$ cat src/design/iosp_map.vh
// iosp_map.vh: address map and field constants of the low i/o register bank
// assumes: included by iosp_regbank.v only; definitions only
`ifndef IOSP_MAP_VH
`define IOSP_MAP_VH

// ----------------------------------------
// address windows
// ----------------------------------------
`define IOSP_IO_LAST 8'h3F
`define IOSP_BIT_LAST 8'h1F
`define IOSP_DS_OFFSET 8'h20
`define IOSP_EXT_FIRST 8'h60
`define IOSP_EXT_LAST 8'hFF

// ----------------------------------------
// port block layout
// ----------------------------------------
`define IOSP_PORT_A_IN 8'h00
`define IOSP_PORT_A_DIR 8'h01
`define IOSP_PORT_A_OUT 8'h02
`define IOSP_PORT_B_IN 8'h03
`define IOSP_PORT_B_DIR 8'h04
`define IOSP_PORT_B_OUT 8'h05
`define IOSP_PORT_C_IN 8'h06
`define IOSP_PORT_C_DIR 8'h07
`define IOSP_PORT_C_OUT 8'h08
`define IOSP_PORT_D_IN 8'h09
`define IOSP_PORT_D_DIR 8'h0A
`define IOSP_PORT_D_OUT 8'h0B
`define IOSP_PORT_E_IN 8'h0C
`define IOSP_PORT_E_DIR 8'h0D
`define IOSP_PORT_E_OUT 8'h0E
`define IOSP_PORT_F_IN 8'h0F
`define IOSP_PORT_F_DIR 8'h10
`define IOSP_PORT_F_OUT 8'h11
`define IOSP_FLAG_IO 8'h12
`define IOSP_NUM_PORTS 6
`define IOSP_REGS_PER_PORT 3
`define IOSP_SEL_IN 2'h0
`define IOSP_SEL_DIR 2'h1
`define IOSP_SEL_OUT 2'h2

// ----------------------------------------
// access kinds on the core port
// ----------------------------------------
`define IOSP_OP_NONE 3'h0
`define IOSP_OP_PORT_RD 3'h1
`define IOSP_OP_PORT_WR 3'h2
`define IOSP_OP_MEM_RD 3'h3
`define IOSP_OP_MEM_WR 3'h4
`define IOSP_OP_BIT_SET 3'h5
`define IOSP_OP_BIT_CLR 3'h6
`define IOSP_OP_BIT_TST 3'h7

// ----------------------------------------
// reset values
// ----------------------------------------
`define IOSP_DIR_RST 8'h00
`define IOSP_OUT_RST 8'h00
`define IOSP_FLAG_RST 8'h00

`endif

$ cat src/design/iosp_regbank.v
// iosp_regbank.v: low i/o register space seen by the processor core
// assumes: core drives one access per cycle on sys_clk_i; pins are asynchronous
// assumes: status flags at io 0x12 are a local choice; unmapped reads give zero
`timescale 1ns/100ps
`default_nettype none
`include "iosp_map.vh"

module iosp_regbank (
   input wire sys_clk_i,
   input wire srst_i,
   input wire [2:0] op_i,
   input wire [7:0] addr_i,
   input wire [2:0] bit_sel_i,
   input wire [7:0] wdata_i,
   output reg [7:0] rdata_o,
   output reg rvalid_o,
   output reg test_bit_o,
   output reg test_valid_o,
   output reg bad_access_o,
   output wire ext_sel_o,
   output wire ext_wr_o,
   output wire [7:0] ext_addr_o,
   output wire [7:0] ext_wdata_o,
   input wire [7:0] ext_rdata_i,
   input wire [7:0] flag_set_i,
   output wire [7:0] flag_o,
   input wire [47:0] pin_in_i,
   output wire [47:0] pin_out_o,
   output wire [47:0] pin_oe_o
);

   // ----------------------------------------
   // access kind decode
   // ----------------------------------------
   // one strobe per access kind keeps the later terms readable
   wire is_port_rd;
   wire is_port_wr;
   wire is_mem_rd;
   wire is_mem_wr;
   wire is_bit_set;
   wire is_bit_clr;
   wire is_bit_tst;

   assign is_port_rd = (op_i == `IOSP_OP_PORT_RD);
   assign is_port_wr = (op_i == `IOSP_OP_PORT_WR);
   assign is_mem_rd = (op_i == `IOSP_OP_MEM_RD);
   assign is_mem_wr = (op_i == `IOSP_OP_MEM_WR);
   assign is_bit_set = (op_i == `IOSP_OP_BIT_SET);
   assign is_bit_clr = (op_i == `IOSP_OP_BIT_CLR);
   assign is_bit_tst = (op_i == `IOSP_OP_BIT_TST);

   // ----------------------------------------
   // address normalisation
   // ----------------------------------------
   wire is_port_op;
   wire is_mem_op;
   wire is_bit_op;
   wire [7:0] io_addr;
   wire io_hit;
   wire ext_hit;
   wire in_ports;
   wire in_flag;
   wire bit_ok;
   wire [7:0] flag_addr;
   reg [2:0] port_idx;
   reg [1:0] reg_sel;

   assign is_port_op = is_port_rd || is_port_wr;
   assign is_mem_op = is_mem_rd || is_mem_wr;
   assign is_bit_op = is_bit_set || is_bit_clr || is_bit_tst;
   // memory forms see the i/o space shifted up by 0x20
   assign io_addr = is_mem_op ? (addr_i - `IOSP_DS_OFFSET) : addr_i;
   assign io_hit = (is_port_op && (addr_i <= `IOSP_IO_LAST)) ||
                   (is_mem_op && (addr_i >= `IOSP_DS_OFFSET) &&
                    (addr_i < `IOSP_EXT_FIRST)) ||
                   (is_bit_op && (addr_i <= `IOSP_BIT_LAST));
   // extended area is handed out only for memory forms
   assign ext_hit = is_mem_op && (addr_i >= `IOSP_EXT_FIRST);
   assign in_ports = io_hit && (io_addr <= `IOSP_PORT_F_OUT);
   // flag register sits right after the port block
   assign flag_addr = `IOSP_FLAG_IO;
   assign in_flag = io_hit && (io_addr == flag_addr);
   assign bit_ok = is_bit_op && io_hit;

   // split io address into port number and register within port
   // an explicit table, so a reordered map cannot slip by an offset
   always @* begin
      port_idx = 3'h0;
      reg_sel = `IOSP_SEL_IN;
      if (io_addr == `IOSP_PORT_A_IN) begin
         port_idx = 3'h0;
         reg_sel = `IOSP_SEL_IN;
      end else if (io_addr == `IOSP_PORT_A_DIR) begin
         port_idx = 3'h0;
         reg_sel = `IOSP_SEL_DIR;
      end else if (io_addr == `IOSP_PORT_A_OUT) begin
         port_idx = 3'h0;
         reg_sel = `IOSP_SEL_OUT;
      end else if (io_addr == `IOSP_PORT_B_IN) begin
         port_idx = 3'h1;
         reg_sel = `IOSP_SEL_IN;
      end else if (io_addr == `IOSP_PORT_B_DIR) begin
         port_idx = 3'h1;
         reg_sel = `IOSP_SEL_DIR;
      end else if (io_addr == `IOSP_PORT_B_OUT) begin
         port_idx = 3'h1;
         reg_sel = `IOSP_SEL_OUT;
      end else if (io_addr == `IOSP_PORT_C_IN) begin
         port_idx = 3'h2;
         reg_sel = `IOSP_SEL_IN;
      end else if (io_addr == `IOSP_PORT_C_DIR) begin
         port_idx = 3'h2;
         reg_sel = `IOSP_SEL_DIR;
      end else if (io_addr == `IOSP_PORT_C_OUT) begin
         port_idx = 3'h2;
         reg_sel = `IOSP_SEL_OUT;
      end else if (io_addr == `IOSP_PORT_D_IN) begin
         port_idx = 3'h3;
         reg_sel = `IOSP_SEL_IN;
      end else if (io_addr == `IOSP_PORT_D_DIR) begin
         port_idx = 3'h3;
         reg_sel = `IOSP_SEL_DIR;
      end else if (io_addr == `IOSP_PORT_D_OUT) begin
         port_idx = 3'h3;
         reg_sel = `IOSP_SEL_OUT;
      end else if (io_addr == `IOSP_PORT_E_IN) begin
         port_idx = 3'h4;
         reg_sel = `IOSP_SEL_IN;
      end else if (io_addr == `IOSP_PORT_E_DIR) begin
         port_idx = 3'h4;
         reg_sel = `IOSP_SEL_DIR;
      end else if (io_addr == `IOSP_PORT_E_OUT) begin
         port_idx = 3'h4;
         reg_sel = `IOSP_SEL_OUT;
      end else if (io_addr == `IOSP_PORT_F_IN) begin
         port_idx = 3'h5;
         reg_sel = `IOSP_SEL_IN;
      end else if (io_addr == `IOSP_PORT_F_DIR) begin
         port_idx = 3'h5;
         reg_sel = `IOSP_SEL_DIR;
      end else if (io_addr == `IOSP_PORT_F_OUT) begin
         port_idx = 3'h5;
         reg_sel = `IOSP_SEL_OUT;
      end
   end

   // ----------------------------------------
   // write data shaping
   // ----------------------------------------
   // bit ops build a one-hot mask so only the addressed bit moves
   wire [7:0] bit_mask;
   wire do_write;
   wire do_set;
   wire do_clr;
   genvar k;

   // one decoder output per bit position
   generate
      for (k = 0; k < 8; k = k + 1) begin : g_mask
         assign bit_mask[k] = (bit_sel_i == k);
      end
   endgenerate
   assign do_write = is_port_wr || is_mem_wr;
   assign do_set = is_bit_set && bit_ok;
   assign do_clr = is_bit_clr && bit_ok;

   // ----------------------------------------
   // per-port registers and pin synchronisers
   // ----------------------------------------
   wire [47:0] dir_all;
   wire [47:0] out_all;
   wire [47:0] in_all;

   genvar g;
   generate
      for (g = 0; g < `IOSP_NUM_PORTS; g = g + 1) begin : g_port
         reg [7:0] dir_r;
         reg [7:0] out_r;
         reg [7:0] meta_r;
         reg [7:0] sync_r;
         wire hit_dir;
         wire hit_out;
         assign hit_dir = in_ports && (port_idx == g) && (reg_sel == `IOSP_SEL_DIR);
         assign hit_out = in_ports && (port_idx == g) && (reg_sel == `IOSP_SEL_OUT);

         // no reset here: reads settle two edges after release
         // two-stage sync; only sync_r is ever read
         always @(posedge sys_clk_i) begin
            meta_r <= pin_in_i[g*8 +: 8];
            sync_r <= meta_r;
         end

         // direction register; a bit op merges its single bit only
         always @(posedge sys_clk_i) begin
            if (srst_i) begin
               dir_r <= `IOSP_DIR_RST;
            end else if (hit_dir && do_write) begin
               dir_r <= wdata_i;
            end else if (hit_dir && do_set) begin
               dir_r <= dir_r | bit_mask;
            end else if (hit_dir && do_clr) begin
               dir_r <= dir_r & ~bit_mask;
            end
         end

         // output latch; same merge rule as the direction register
         always @(posedge sys_clk_i) begin
            if (srst_i) begin
               out_r <= `IOSP_OUT_RST;
            end else if (hit_out && do_write) begin
               out_r <= wdata_i;
            end else if (hit_out && do_set) begin
               out_r <= out_r | bit_mask;
            end else if (hit_out && do_clr) begin
               out_r <= out_r & ~bit_mask;
            end
         end

         assign dir_all[g*8 +: 8] = dir_r;
         assign out_all[g*8 +: 8] = out_r;
         assign in_all[g*8 +: 8] = sync_r;
      end
   endgenerate

   // pin drive follows direction bits
   assign pin_out_o = out_all;
   assign pin_oe_o = dir_all;

   // ----------------------------------------
   // write-one-to-clear status flags
   // ----------------------------------------
   reg [7:0] flag_r;
   reg [7:0] flag_nxt;
   // a full write clears by mask and a bit-set op clears its bit; a bit-clear op is a no-op here
   // limitation: flags are set only by the hardware pulses on flag_set_i
   // a bit op touches just its bit, so other pending flags survive
   always @* begin
      flag_nxt = flag_r;
      if (in_flag && do_write) begin
         flag_nxt = flag_r & ~wdata_i;
      end else if (in_flag && do_clr) begin
         flag_nxt = flag_r; // clearing a w1c bit to zero is a no-op
      end else if (in_flag && do_set) begin
         flag_nxt = flag_r & ~bit_mask;
      end
      // hardware set wins over a same-cycle clear
      flag_nxt = flag_nxt | flag_set_i;
   end

   always @(posedge sys_clk_i) begin
      if (srst_i) begin
         flag_r <= `IOSP_FLAG_RST;
      end else begin
         flag_r <= flag_nxt;
      end
   end
   assign flag_o = flag_r;

   // ----------------------------------------
   // extended area pass-through
   // ----------------------------------------
   // far side answers in the same cycle; its data is registered here
   assign ext_sel_o = ext_hit;
   assign ext_wr_o = ext_hit && (op_i == `IOSP_OP_MEM_WR);
   assign ext_addr_o = addr_i;
   assign ext_wdata_o = wdata_i;

   // ----------------------------------------
   // read mux
   // ----------------------------------------
   // per-port words picked once, then the register kind chooses
   wire [7:0] sel_in;
   wire [7:0] sel_dir;
   wire [7:0] sel_out;
   assign sel_in = in_all[port_idx*8 +: 8];
   assign sel_dir = dir_all[port_idx*8 +: 8];
   assign sel_out = out_all[port_idx*8 +: 8];

   reg [7:0] rd_val;
   always @* begin
      rd_val = 8'h00;
      if (in_ports) begin
         if (reg_sel == `IOSP_SEL_IN) begin
            rd_val = sel_in;
         end else if (reg_sel == `IOSP_SEL_DIR) begin
            rd_val = sel_dir;
         end else begin
            rd_val = sel_out;
         end
      end else if (in_flag) begin
         rd_val = flag_r;
      end else if (ext_hit) begin
         rd_val = ext_rdata_i;
      end
   end

   // ----------------------------------------
   // answer next values
   // ----------------------------------------
   reg [7:0] rdata_nxt;
   reg rvalid_nxt;
   reg test_bit_nxt;
   reg test_valid_nxt;
   reg bad_nxt;

   // a refused bit test still answers, with the bit forced low
   always @* begin
      rvalid_nxt = is_port_rd || is_mem_rd;
      rdata_nxt = rd_val;
      test_valid_nxt = is_bit_tst;
      test_bit_nxt = is_bit_tst && bit_ok && rd_val[bit_sel_i];
      // out-of-window requests are flagged, not performed
      bad_nxt = (op_i != `IOSP_OP_NONE) && !io_hit && !ext_hit;
   end

   // registered answers, one cycle after the request
   always @(posedge sys_clk_i) begin
      if (srst_i) begin
         rdata_o <= 8'h00;
         rvalid_o <= 1'b0;
         test_bit_o <= 1'b0;
         test_valid_o <= 1'b0;
         bad_access_o <= 1'b0;
      end else begin
         rvalid_o <= rvalid_nxt;
         rdata_o <= rdata_nxt;
         test_valid_o <= test_valid_nxt;
         test_bit_o <= test_bit_nxt;
         bad_access_o <= bad_nxt;
      end
   end

endmodule // iosp_regbank
`default_nettype wire

$ cat config.mk
export PLATFORM = sky130hd
export DESIGN_NAME = iosp_regbank
export DESIGN_NICKNAME = d
export VERILOG_FILES = /design/src/design/iosp_regbank.v
export VERILOG_INCLUDE_DIRS = /design/src /design/src/design
export SDC_FILE = /design/constraint.sdc
export NUM_CORES = 1
export LEC_CHECK = 0
export BUFFER_PORTS_ARGS = -buffer_cell sky130_fd_sc_hd__buf_2
export CAP_MARGIN = 20
export CORE_UTILIZATION = 35
export CTS_BUF_LIST = sky130_fd_sc_hd__clkbuf_4 sky130_fd_sc_hd__clkbuf_8
export CTS_CLUSTER_DIAMETER = 150
export CTS_CLUSTER_SIZE = 25
export DETAILED_ROUTE_END_ITERATION = 12
export PLACE_DENSITY = 0.53
export SYNTH_ARGS = -nofsm -noshare
export SYNTH_HDL_FRONTEND = slang
export SYNTH_SLANG_ARGS = --single-unit
$ cat constraint.sdc
create_clock -name sys_clk_i -period 4.9 [get_ports sys_clk_i]
set_input_delay 0 -clock sys_clk_i [delete_from_list [all_inputs] [get_ports sys_clk_i]]
set_output_delay 0 -clock sys_clk_i [all_outputs]
set_load 0.03 [all_outputs]
==> results.txt <==
----------------------------------------------------
[CTS]
  CTS H-tree depth ... 1
  Register clock-pin slew on the reported worst setup and hold paths ... about 0.16 ns
  Number of buffers inserted by post-CTS setup repair ... 0
  Number of buffers created by CTS ... 12
  Clk Latency, worst-skew pair ... roughly 0.53 ns
  Sinks on Clock Net ... 212
  Buffer depth of the longest clock path ... 3
  Library cell used as clock root buffer ... clkbuf_8
  TritonCTS clock tree ... built

[Synth]
  Most numerous cell in the Yosys netlist ... dfxtp_1
  Yosys top cell by area ... dfxtp_1
  Area share of the largest cell type after synthesis ... between 40 and 50%
  Leading post-synthesis cells by instance count ... dfxtp_1, a21oi_1, o21ai_0, nor2_1, nand2_1
  Area contributors post-synth ... dfxtp_1, a21oi_1, o21ai_0
  Proportion of register bits with asynchronous set or reset after synthesis ... 0%
  Predominant post-synthesis flop cell ... dfxtp_1
  Nets in the synthesized netlist ... 1137
  Number of enable-type register cells in the synthesized netlist ... 0
  Total of flip-flops plus latches after synthesis ... ~210
  Synthesized area per cell ... ~8.5 µm²
  Count of mapped cells out of synthesis ... ~1000
  Synth Cell Area ... 8930 µm²
  Yosys Warn Count ... 0
  Fraction of the yosys area taken by sequential cells ... 47.5%
  Cell variety after synth ... 73

[Critical path]
  Type of element capturing the critical path ... flop
  Sequence of cells on the critical path ... dlygate4sd3_1, buf_2, and3b_1, or3_1, and2_1, nor2_1, and3_1, o21ai_0, nor2_1, o22ai_1, a211oi_1, dlygate4sd3_1
  Nature of the critical path startpoint ... input pin
  Critical path buffers and inverters ... 3
  Crit-path max cell delay ... 0.64 ns
  Critical setup path kind ... in2reg
  Cell family with the largest share of critical-path delay ... simple AND/OR/NAND/NOR gates
  Required time reported for the critical path endpoint ... 5.40 ns
  Max Fanout on Critical Path ... 19
  Master of the slowest instance on the critical path ... nor2_1
  Crit path DAT ... approximately 4.9 ns

[Worst hold path]
  Hold Crit Class ... in2reg

[Global route]
  Vias in the first global route ... about 8900
  All-layer global routing usage ... between 20% and 30%
  Number of antenna violations at the first check in global routing ... 1
  First-pass GRT wire length ... a little under 60000 µm
  Overflow after GRT ... 0
  Maximum number of pins on one net before global-route repair ... 72

[Placement]
  Half-perimeter wire length of the detailed placement result ... between 20000 and 30000 µm
  Final estimated routing congestion in global placement ... 0.973
  Setup WS pre-CTS ... approximately 1.1 ns
  Post-placement cell count ... 1515
  # port buffers ... around 220

[Floorplan]
  Number of ports placed on the die boundary ... between 200 and 250
  Width of the chip ... around 160 µm
  Standard-cell row count ... 58
  Initial core utilization ... about 36%
  Core Region ... 25100 µm²
  Vertical die dimension ... roughly 160 µm
  Die ar. ... roughly 26000 µm²

[Timing]
  Peak clock frequency supported by timing ... roughly 230 MHz
  Slack of the critical path ... between 0.4 and 0.5 ns
  Post-layout min period ... around 4.4 ns
  Final Hold Viols ... 0
  Slew Limit Fails ... 0
  Max-slew headroom ... between 20% and 30%
  Setup total negative slack ... 0 ns
  Unrepaired setup endpoints after global routing ... false
  Final critical-path share of the clock period ... 90.5%
  Final setup violation count ... 0
  Worst slew pin tran ... ~1.2 ns
  Clk_skew ... 0.0385 ns

[Drt]
  Via count of the routed design ... 9482
  Mean number of vias per cell ... between 5 and 6
  Wire length per cell ... 24.8 µm
  First DRT Iteration DRCs ... between 1000 and 1500
  Detailed-route wire length ... ~40000 µm
  Count of nets left with antenna violations after detail routing ... 0
  Router iterations before antenna repair ... 7
  Remaining DRCs ... 0

[Outcome]
  Run status ... complete, no violations

[Power and ir drop]
  Leak pwr ... between 4 and 5 nW
  Max VDD drop ... around 0.25 mV
  Cell Pwr Density ... approximately 280 nW/µm²
  Total power draw ... between 3 and 4 mW

[Layout]
  Synth-to-layout area growth ... 24.8%
  Count of filler cells inserted in the layout ... around 2600
  Nets ... approximately 1400
  Final cell count without fillers ... between 1500 and 2000
  Layout cell share with drive strength beyond 1 ... around 22%

[Job]
  Max-Cap Viols ... 0

----------------------------------------------------
==> layer usage <==
metal | part of all wire, % | up-vias | routed length [µm] | global-route usage (%)
met3 | 9.8 | 92 | 3910 | 5.90
met2 | 44 | 608 | 17700 | 46.0
met1 | 42 | 4477 | 17000 | 40.6
met4 | 3.9 | 0 | 1550 | 13.0
met5 | 0 | - | 0 | 0
li1 | - | 4305 | - | -
==> final timing paths <==
| check | startpoint | slack, ns | cells after the start | endpoint |
|---|---|---|---|---|
| setup / recovery | op_i[2] | 0.47 | 12 | flop |
| hold / removal | addr_i[6] | 0.007 | 4 | bad_access_o |
| setup reg to reg | flop | 2.64 | 7 | test_bit_o |
| hold reg to reg | g_port[4].meta_r[2] | 0.29 | 0 | g_port[4].sync_r[2] |
==> tightest hold or removal path, stage by stage <==
cell and delay [ns]:
buf_2 0.13, a21oi_1 0.11, a21boi_0 0.16, a2111oi_0 0.09
==> per-stage QoR <==
stage / instance area (µm²) / utilization (%) / hold slack, ns
CTS: 11100 / 44.3 / 0.00730
global route: 11100 / 44.4 / 0.0740
detailed placement: 10100 / 40.2 / 0.104
floorplan: 8930 / - / 0.0277
finish: 11100 / 44.4 / 0.00686
global placement: 10100 / 40.2 / 0.103
==> layout make-up <==
cell class | instances | area (µm²) | area share (%)
Clock inverter | 1 | 16.3 | 0.146
Tap cell | 330 | 413 | 3.70
Antenna cell | 2 | 5.00 | 0.0449
Timing Repair Buffer | 318 | 2050 | 18.4
Inverter | 12 | 45.0 | 0.404
Multi-Input combinational cell | 729 | 4190 | 37.6
Sequential cell | 212 | 4240 | 38.1
Clock buffer | 13 | 179 | 1.61
==> what timing repair did <==
action | CTS | global route
gates resized for setup | 0 | 0
hold endpoints to repair | 96 | 0
hold buffers | 85 | 0
==> placed cells by master, fill, tap and decap left out, types with 5 or more instances in the layout <==
master         count
clkbuf_8          13
nor2_1            96
dlygate4sd3_1     85
nand4_1           50
nand3_1           11
o31ai_1            5
nand2_1           65
a211oi_1          41
nor2b_1           10
o22a_1             9
or3_1              7
buf_2            220
a21oi_1          138
dfxtp_1          212
nand2b_1          13
or2_2              8
a22oi_1            8
and2_1             7
o21ai_0          104
nor2_2             7
nor3_1            15
inv_1             11
buf_4             13
o22ai_1           38
==> kinds of logic (layout without fill, tap and decap cells) <==
family	count (synthesis)	count (layout)	share of synthesized area [%]
buffers and inverters	106	344	5.77
xor gates and xnor gates	4	4	0.392
other	0	2	0
adders and majority gates	2	2	0.280
and+or+nand+nor	315	315	17.8
muxes	3	3	0.336
AOI/OAI and AO/OA	405	405	27.9
DFF	212	212	47.5
==> power by group <==
| group | internal, mW | switching, mW |
|---|---|---|
| Combinational | 0.165 | 0.320 |
| Sequential | 1.77 | 0.0187 |
| Clock | 0.249 | 0.552 |
| Total | 2.19 | 0.891 |
Power figures use the tool's default switching activity.
